[src/rtl/htr_params.svh]
// constants for the health-tested hybrid random number block
// assumes inclusion by bare name from the package, htr_rng and the testbench files
`ifndef HTR_PARAMS_SVH
`define HTR_PARAMS_SVH
`define HTR_WORD_W        32
`define HTR_STATE_W       64
`define HTR_STARTUP_BITS  256
`define HTR_RUN_LIMIT     32
`define HTR_WIN_BITS      256
`define HTR_WIN_LO        64
`define HTR_WIN_HI        192
`define HTR_SEED_BITS     64
`define HTR_LFSR_TAPS     64'hD800000000000000
`define HTR_STATE_RST     64'h0000000000000001
`endif

[src/rtl/htr_pkg.sv]
// types shared by the random number block files
// assumes htr_params.svh on the include path
`include "htr_params.svh"
package htr_pkg;
    typedef enum logic [3:0] {
        HTR_ST_STARTUP = 4'b0001,
        HTR_ST_SEED    = 4'b0010,
        HTR_ST_RUN     = 4'b0100,
        HTR_ST_FAIL    = 4'b1000
    } htr_state_t;
endpackage : htr_pkg

[src/rtl/htr_skid.sv]
// two-entry buffer with valid and ready on both sides
// assumes one clock, synchronous active-high reset, clock enable freezes all
`timescale 1ns/1ps
module htr_skid #(
    parameter int WIDTH = 32
) (
    // clock and control
    input  wire logic             clk,
    input  wire logic             sys_rst,
    input  wire logic             clk_en,
    input  wire logic             flush,
    // filling side
    input  wire logic             in_valid,
    output logic                  in_ready,
    input  wire logic [WIDTH-1:0] in_data,
    // draining side
    output logic                  out_valid,
    input  wire logic             out_ready,
    output logic [WIDTH-1:0]      out_data
);
    logic [WIDTH-1:0] mem_r [2];
    logic [WIDTH-1:0] mem_nxt [2];
    logic [1:0] cnt_r, cnt_nxt;
    logic       rd_r, rd_nxt, wr_r, wr_nxt;
    logic       push, pop;

    // elaboration-time guard on the word width
    if (WIDTH < 1) begin : g_bad_width
        $error("htr_skid: WIDTH must be positive");
    end

    assign push      = in_valid && in_ready;
    assign pop       = out_valid && out_ready;
    assign in_ready  = (cnt_r != 2'h2);
    assign out_valid = (cnt_r != 2'h0);
    assign out_data  = mem_r[rd_r];

    // pointer and occupancy update; flush discards words that may be tainted
    always_comb begin
        mem_nxt = mem_r;
        cnt_nxt = cnt_r;
        rd_nxt  = rd_r;
        wr_nxt  = wr_r;
        if (flush) begin
            cnt_nxt = 2'h0;
            rd_nxt  = 1'b0;
            wr_nxt  = 1'b0;
        end else begin
            if (push) begin
                mem_nxt[wr_r] = in_data;
                wr_nxt        = ~wr_r;
            end
            if (pop) rd_nxt = ~rd_r;
            cnt_nxt = cnt_r + {1'b0, push} - {1'b0, pop};
        end
    end

    always_ff @(posedge clk) begin
        if (sys_rst) begin
            cnt_r <= 2'h0;
            rd_r  <= 1'b0;
            wr_r  <= 1'b0;
        end else if (clk_en) begin
            mem_r <= mem_nxt;
            cnt_r <= cnt_nxt;
            rd_r  <= rd_nxt;
            wr_r  <= wr_nxt;
        end
    end
endmodule : htr_skid

[src/rtl/htr_rng.sv]
// health-tested hybrid random number block: raw entropy bits are checked
// by start-up and continuous tests, seed a deterministic generator, and
// the generator's 32-bit words leave through a two-entry buffer.
// assumes the raw entropy bit arrives asynchronously from an analogue source
`timescale 1ns/1ps
`include "htr_params.svh"

module htr_rng
    import htr_pkg::*;
#(
    parameter int STARTUP_BITS = `HTR_STARTUP_BITS,
    parameter int RUN_LIMIT    = `HTR_RUN_LIMIT,
    parameter int WIN_BITS     = `HTR_WIN_BITS,
    parameter int WIN_LO       = `HTR_WIN_LO,
    parameter int WIN_HI       = `HTR_WIN_HI,
    parameter int SEED_BITS    = `HTR_SEED_BITS
) (
    // clock and control
    input  wire logic                   clk,
    input  wire logic                   sys_rst,
    input  wire logic                   clk_en,
    // entropy source
    input  wire logic                   raw_bit,
    input  wire logic                   raw_strobe,
    // reseed request
    input  wire logic                   reseed_req,
    // random word stream
    output logic                        rnd_valid,
    input  wire logic                   rnd_ready,
    output logic [`HTR_WORD_W-1:0]      rnd_data,
    // status
    output logic                        rng_ok,
    output logic                        err_total,
    output logic                        err_defect
);
    localparam int SW = `HTR_STATE_W;
    localparam int WW = `HTR_WORD_W;

    // elaboration-time guard: run counter is 8 bits, window and bit counters 16 bits
    if (RUN_LIMIT < 2 || RUN_LIMIT > 255 || WIN_BITS < 2 || WIN_BITS > 65535 ||
        WIN_LO >= WIN_HI || WIN_HI > WIN_BITS || SEED_BITS < 1 || SEED_BITS > 65535 ||
        STARTUP_BITS < 1 || STARTUP_BITS > 65535) begin : g_bad_params
        $error("htr_rng: parameter out of range");
    end

    // three-stage synchroniser for the asynchronous entropy pins
    logic [2:0] bit_sy_r, stb_sy_r;
    logic       bit_s, stb_s, stb_d_r, take;
    always_ff @(posedge clk) begin
        if (sys_rst) begin
            bit_sy_r <= 3'h0;
            stb_sy_r <= 3'h0;
            stb_d_r  <= 1'b0;
        end else if (clk_en) begin
            bit_sy_r <= {bit_sy_r[1:0], raw_bit};
            stb_sy_r <= {stb_sy_r[1:0], raw_strobe};
            stb_d_r  <= stb_s;
        end
    end
    // a change counts only once stages two and three agree
    assign stb_s = (stb_sy_r[1] == stb_sy_r[2]) ? stb_sy_r[2] : stb_d_r;
    assign bit_s = bit_sy_r[2];
    assign take  = stb_s && !stb_d_r;                   // one raw bit per rising strobe edge

    // health tests: repetition run (total failure) and windowed ones count
    logic [7:0]  run_r, run_nxt;
    logic        last_r, last_nxt;
    logic [15:0] win_r, win_nxt, ones_r, ones_nxt;
    logic        tot_fail, win_end, win_bad;
    always_comb begin
        run_nxt  = run_r;
        last_nxt = last_r;
        win_nxt  = win_r;
        ones_nxt = ones_r;
        tot_fail = 1'b0;
        win_end  = 1'b0;
        win_bad  = 1'b0;
        if (take) begin
            last_nxt = bit_s;
            run_nxt  = (bit_s == last_r) ? run_r + 8'h01 : 8'h01;
            tot_fail = (bit_s == last_r) && (run_r >= 8'(RUN_LIMIT - 1));
            ones_nxt = ones_r + {15'h0000, bit_s};
            win_nxt  = win_r + 16'h0001;
            if (win_r == 16'(WIN_BITS - 1)) begin
                win_end  = 1'b1;
                win_bad  = (ones_nxt < 16'(WIN_LO)) || (ones_nxt > 16'(WIN_HI));
                win_nxt  = 16'h0000;
                ones_nxt = 16'h0000;
            end
        end
    end
    always_ff @(posedge clk) begin
        if (sys_rst) begin
            run_r  <= 8'h00;
            last_r <= 1'b0;
            win_r  <= 16'h0000;
            ones_r <= 16'h0000;
        end else if (clk_en) begin
            run_r  <= run_nxt;
            last_r <= last_nxt;
            win_r  <= win_nxt;
            ones_r <= ones_nxt;
        end
    end

    // control: start-up test, seeding, running, locked failure
    htr_state_t  st_r, st_nxt;
    logic [15:0] cnt_r, cnt_nxt;
    logic        pend_r, pend_nxt, etot_r, etot_nxt, edef_r, edef_nxt;
    logic [SW-1:0] dstate_r, dstate_nxt;
    logic [SW-1:0] seed_r, seed_nxt;
    logic        gen_push, buf_ready, flush, fail_now;
    logic        fb;
    assign fb       = ^(dstate_r & `HTR_LFSR_TAPS);
    assign fail_now = tot_fail || win_bad;
    always_comb begin
        st_nxt     = st_r;
        cnt_nxt    = cnt_r;
        pend_nxt   = pend_r || reseed_req;
        etot_nxt   = etot_r || tot_fail;
        edef_nxt   = edef_r || win_bad;
        dstate_nxt = dstate_r;
        seed_nxt   = seed_r;
        gen_push   = 1'b0;
        flush      = fail_now;
        if (take) seed_nxt = {seed_r[SW-2:0], bit_s};
        unique case (st_r)
            HTR_ST_STARTUP: begin
                if (take) cnt_nxt = cnt_r + 16'h0001;
                // pass requires a full clean window and the start-up bit count
                if (win_end && !win_bad && cnt_r >= 16'(STARTUP_BITS - 1)) begin
                    st_nxt  = HTR_ST_SEED;
                    cnt_nxt = 16'h0000;
                end
            end
            HTR_ST_SEED: begin
                if (take) cnt_nxt = cnt_r + 16'h0001;
                if (cnt_r >= 16'(SEED_BITS)) begin
                    dstate_nxt = dstate_r ^ seed_r;
                    if (dstate_nxt == '0) dstate_nxt = `HTR_STATE_RST;
                    pend_nxt   = reseed_req;
                    cnt_nxt    = 16'h0000;
                    st_nxt     = HTR_ST_RUN;
                end
            end
            HTR_ST_RUN: begin
                if (pend_r) begin
                    st_nxt  = HTR_ST_SEED;
                    cnt_nxt = 16'h0000;
                end else if (buf_ready) begin
                    dstate_nxt = {dstate_r[SW-2:0], fb};
                    cnt_nxt    = cnt_r + 16'h0001;
                    // one word per WW steps so bits do not overlap between words
                    if (cnt_r == 16'(WW - 1)) begin
                        gen_push = 1'b1;
                        cnt_nxt  = 16'h0000;
                    end
                end
            end
            HTR_ST_FAIL: begin
                flush = 1'b1;
            end
        endcase
        if (fail_now) begin
            st_nxt   = HTR_ST_FAIL;
            gen_push = 1'b0;
        end
    end
    always_ff @(posedge clk) begin
        if (sys_rst) begin
            st_r     <= HTR_ST_STARTUP;
            cnt_r    <= 16'h0000;
            pend_r   <= 1'b0;
            etot_r   <= 1'b0;
            edef_r   <= 1'b0;
            dstate_r <= `HTR_STATE_RST;
            seed_r   <= '0;
        end else if (clk_en) begin
            st_r     <= st_nxt;
            cnt_r    <= cnt_nxt;
            pend_r   <= pend_nxt;
            etot_r   <= etot_nxt;
            edef_r   <= edef_nxt;
            dstate_r <= dstate_nxt;
            seed_r   <= seed_nxt;
        end
    end

    // output buffer; outputs are registered copies for a clean flop boundary
    logic          b_valid, b_pop;
    logic [WW-1:0] b_data;
    logic          ov_r, ov_nxt, ok_r, ok_nxt;
    logic [WW-1:0] od_r, od_nxt;
    htr_skid #(.WIDTH(WW)) u_buf (
        .clk       (clk),
        .sys_rst   (sys_rst),
        .clk_en    (clk_en),
        .flush     (flush),
        .in_valid  (gen_push),
        .in_ready  (buf_ready),
        .in_data   (dstate_r[WW-1:0]),
        .out_valid (b_valid),
        .out_ready (b_pop),
        .out_data  (b_data)
    );
    // output stage refills when empty or consumed; a flush clears it and blocks refills
    assign b_pop = (!ov_r || rnd_ready) && !flush;
    always_comb begin
        ov_nxt = ov_r;
        od_nxt = od_r;
        if (flush) ov_nxt = 1'b0;
        else if (b_pop) begin
            ov_nxt = b_valid;
            if (b_valid) od_nxt = b_data;
        end
        ok_nxt = (st_nxt == HTR_ST_RUN) || (st_nxt == HTR_ST_SEED && ok_r);
    end
    always_ff @(posedge clk) begin
        if (sys_rst) begin
            ov_r <= 1'b0;
            od_r <= '0;
            ok_r <= 1'b0;
        end else if (clk_en) begin
            ov_r <= ov_nxt;
            od_r <= od_nxt;
            ok_r <= ok_nxt;
        end
    end
    assign rnd_valid  = ov_r;
    assign rnd_data   = od_r;
    assign rng_ok     = ok_r;
    assign err_total  = etot_r;
    assign err_defect = edef_r;
endmodule : htr_rng

[config.mk]
export PLATFORM = sky130hd
export DESIGN_NAME = htr_rng
export DESIGN_NICKNAME = d
export VERILOG_FILES = /design/src/rtl/htr_pkg.sv /design/src/rtl/htr_skid.sv /design/src/rtl/htr_rng.sv
export VERILOG_INCLUDE_DIRS = /design/src /design/src/rtl
export SDC_FILE = /design/constraint.sdc
export NUM_CORES = 1
export LEC_CHECK = 0
export ABC_CLOCK_PERIOD_IN_PS = 15460
export BUFFER_PORTS_ARGS = -buffer_cell sky130_fd_sc_hd__buf_2
export CAP_MARGIN = 30
export CORE_ASPECT_RATIO = 0.7
export CORE_MARGIN = 10
export CORE_UTILIZATION = 65
export DETAILED_ROUTE_END_ITERATION = 10
export PLACE_DENSITY = 0.83
export SYNTH_ARGS = -nofsm -noshare
export SYNTH_HDL_FRONTEND = slang
export SYNTH_SLANG_ARGS = --single-unit
[constraint.sdc]
create_clock -name clk -period 15.46 [get_ports clk]
set_clock_uncertainty 0.1 [all_clocks]
set_input_delay 3.092 -clock clk [delete_from_list [all_inputs] [get_ports clk]]
set_output_delay 3.092 -clock clk [all_outputs]
set_load 0.01 [all_outputs]
==> run metrics <==
status=completed; Crit path largest cell delay=0.75 ns; Die H=145 µm; layout cells sized above 1=0.0748; vias per cell=6.38; R2R setup slack=10.72 ns; RSZ-0062 raised after global routing=no; setup TNS=0 ns; min-delay src=ones_r[0]; Worst VDD drop=0.000107 V; Clock Power Share=0.448; Seq cells post-synth=300; # DRC=0; global placer's final weighted congestion=0.918; die footprint=28700 µm²; Slew Viols, Final=0; first-pass GRT wire length=60000 µm; Crit Path Max Fanout=86; Post-synth ARST share=0; I/O Pins=43; NumNets Final=1732; Primary FF master, synth=dfxtp_1; Pint=1.17 mW; TritonCTS buffer count=28; DRT iter0 DRCs=1847; min Tclk post-route=5.62 ns; Synth Area in Simple Gates=0.238; drt pass-1 iters=6; Tcrit/Tclk final=0.363; mapped cell area=14400 µm²; largest net degree at the start of global routing=134; HPWL after DPL=23200 µm; WS Path Type=primary input to register; CTS resizes=0; max-cap viol count=0; critical path arrival=5.98 ns; Ys Warns=0; vias in the first global route=11400; Post-Layout Cell Count=2020; Clock Latency Late Sink=0.55 ns; Post CTS Setup Buffer Count=0; Post-synth EDFFs=64; CP Launch Type=primary input; Ant. Diodes=0; combinational share of power=0.014; Max Freq=178 MHz; GR Overflow Total=0; CTS tree=built; worst r2r dst=u_buf.cnt_r[1]; Avg Synthesized Cell Area=8.23 µm²; PnR Total Power=1.48 mW; final worst setup slack=9.84 ns; CTS root buf=clkbuf_16; FF-to-FF Start=bit_sy_r[2]; initial antenna violation count=1; row count=45; average wire per standard cell=18.4 µm; WHS Endpoint=ones_r[0]; via count=12900; Area growth syn-to-layout=7.62%; H-tree levels=1; dpl ws=9.40 ns; Rel. slew slack=0.322; Worst R2R Path Depth=16; Clock transition at path regs=0.06 ns; total track usage=0.252; Final setup viols=0; total core area=21700 µm²; post-synth top area share=0.327; pwr dens=95.4 nW/µm²; Synth Area in Adders=0.00693; top cells by area, synth=dfxtp_1 33%, edfxtp_1 13%, a21oi_1 8.1%; final hold violation count=0; crit path capture type=register; Slew @ Worst Pin=1.01 ns; PortBufs=42; crit-path cells=buf_2, inv_1, nor2_4, buf_4, nand2_1, or4_1, a21oi_1; final WL=37200 µm; Yosys top cell by area=dfxtp_1; post-synth cell types=67; post-synthesis compound-gate area fraction=0.197; WP data required=15.83 ns; clk buf depth=3; syn_nets=1770; Flop pwr share=0.538; Initial Utilization=0.664; hold depth=2; Switch Pwr=0.315 mW; CP max-delay cell=buf_4; synthesized instance count=1755; largest family of logic cells by synthesized area=simple AND/OR/NAND/NOR gates; switching part of the total power=0.212; die width=198 µm; sequential-to-total area share from yosys stat=0.460; antenna-violating nets left=0; Sink Count=300; dpl cells=1968; mux share of post-synthesis cell area=0.0270; Leakage=5.18 nW; min-delay worst type=register to register; XOR/XNOR share of the synthesized area=0.0243; Post-CTS Hold Buffers=0
## power by group through the flow
stage / sequential (mW) / clock, mW / combinational (mW)
after floorplan: 0.815 / 0 / 0.0149
after global placement: 0.815 / 0 / 0.0189
after detailed placement: 0.815 / 0 / 0.0193
after CTS: 0.798 / 0.667 / 0.0195
after global routing: 0.798 / 0.701 / 0.0225
final: 0.798 / 0.663 / 0.0209
## cell usage after synthesis, types with 25 or more instances
master    count
nor2b_1     104
nand2_1     310
mux2i_1      39
nor2_1      147
inv_1        30
edfxtp_1     64
a211oi_1     37
nor4_1       25
dfxtp_1     236
clkbuf_1    101
a31oi_1      45
a21oi_1     235
nand3_1      29
o21ai_0     100
nand4_1      32
## flip-flops by register name (all words and copies together) (netlist names), 2 cells and up
| register | cells |
|---|---|
| u_buf.cnt_r | 2 |
| win_r | 16 |
| seed_r | 64 |
| ones_r | 16 |
| cnt_r | 16 |
| bit_sy_r | 3 |
| stb_sy_r | 3 |
| dstate_r | 64 |
| st_r | 4 |
| run_r | 8 |
| rnd_data | 32 |
| u_buf.mem_r | 64 |
## placed cells by master (no fill, tap or decap), drive strengths merged, types with 9 or more instances in the layout
master / count
clkinv: 9
edfxtp: 64
xor2: 23
and3: 11
mux2i: 39
nand3: 29
inv: 30
a21oi: 235
a2111oi: 14
nor3: 23
a31oi: 45
a211oi: 40
nand4: 34
o21ai: 100
nor4: 27
buf: 59
dfxtp: 236
xnor2: 17
nor2: 148
clkbuf: 40
nand2: 310
nor2b: 104
## stage by stage
step / area, µm² / hold WS (ns) / util
6_report: 15500 / 0.381 / 0.715
5_1_grt: 15500 / 0.401 / 0.715
4_1_cts: 15500 / 0.377 / 0.714
3_5_place_dp: 14600 / 0.360 / 0.673
3_3_place_gp: 14600 / 0.344 / 0.672
2_1_floorplan: 14400 / 0.336 / -
## metal layers
| layer | up-vias | part of all wire | global-route usage | wire (µm) |
|---|---|---|---|---|
| li1 | 6126 | - | - | - |
| met4 | 0 | 0.016 | 0.0512 | 596 |
| met5 | - | 0 | 0 | 0 |
| met1 | 6050 | 0.45 | 0.379 | 16700 |
| met3 | 63 | 0.11 | 0.0496 | 4010 |
| met2 | 649 | 0.43 | 0.366 | 15800 |
## cells by family (layout without fill, tap and decap cells)
logic type / after synthesis / count (layout)
AND/OR/NAND/NOR: 724 / 724
AO/OA/AOI/OAI: 487 / 487
flip-flops: 300 / 300
buffers and inverters: 157 / 140
XOR/XNOR: 40 / 40
multiplexers: 39 / 39
adder cells (fa/ha/maj): 8 / 8
## layout make-up
class                   count  area (µm²)
multi-input cells        1298        7160
flip-flops and latches    300        6650
fillers                  1643        6200
clock buffers              40         817
repair buffers             59         384
well taps                 282         353
inverters                  30         113
clock inverters            11        57.6
## worst max-delay path, delay by kind of cell
family	cells	cell delay (ns)
buffers and inverters	3	1.41
AOI/OAI and AO/OA	1	0.15
and+or+nand+nor	3	1.30
## how the worst max path moves through the flow
stage | startpoint | to | slack, ns | depth (start not counted)
after global routing | clk_en | ones_r[6] | 9.63 | 7
after detailed placement | clk_en | ones_r[5] | 9.40 | 7
after global placement | clk_en | ones_r[6] | 9.49 | 7
final | clk_en | ones_r[5] | 9.84 | 7
after floorplan | clk_en | u_buf.mem_r[0] | 7.75 | 4
after CTS | clk_en | ones_r[6] | 9.93 | 7
Power figures use the tool's default switching activity.
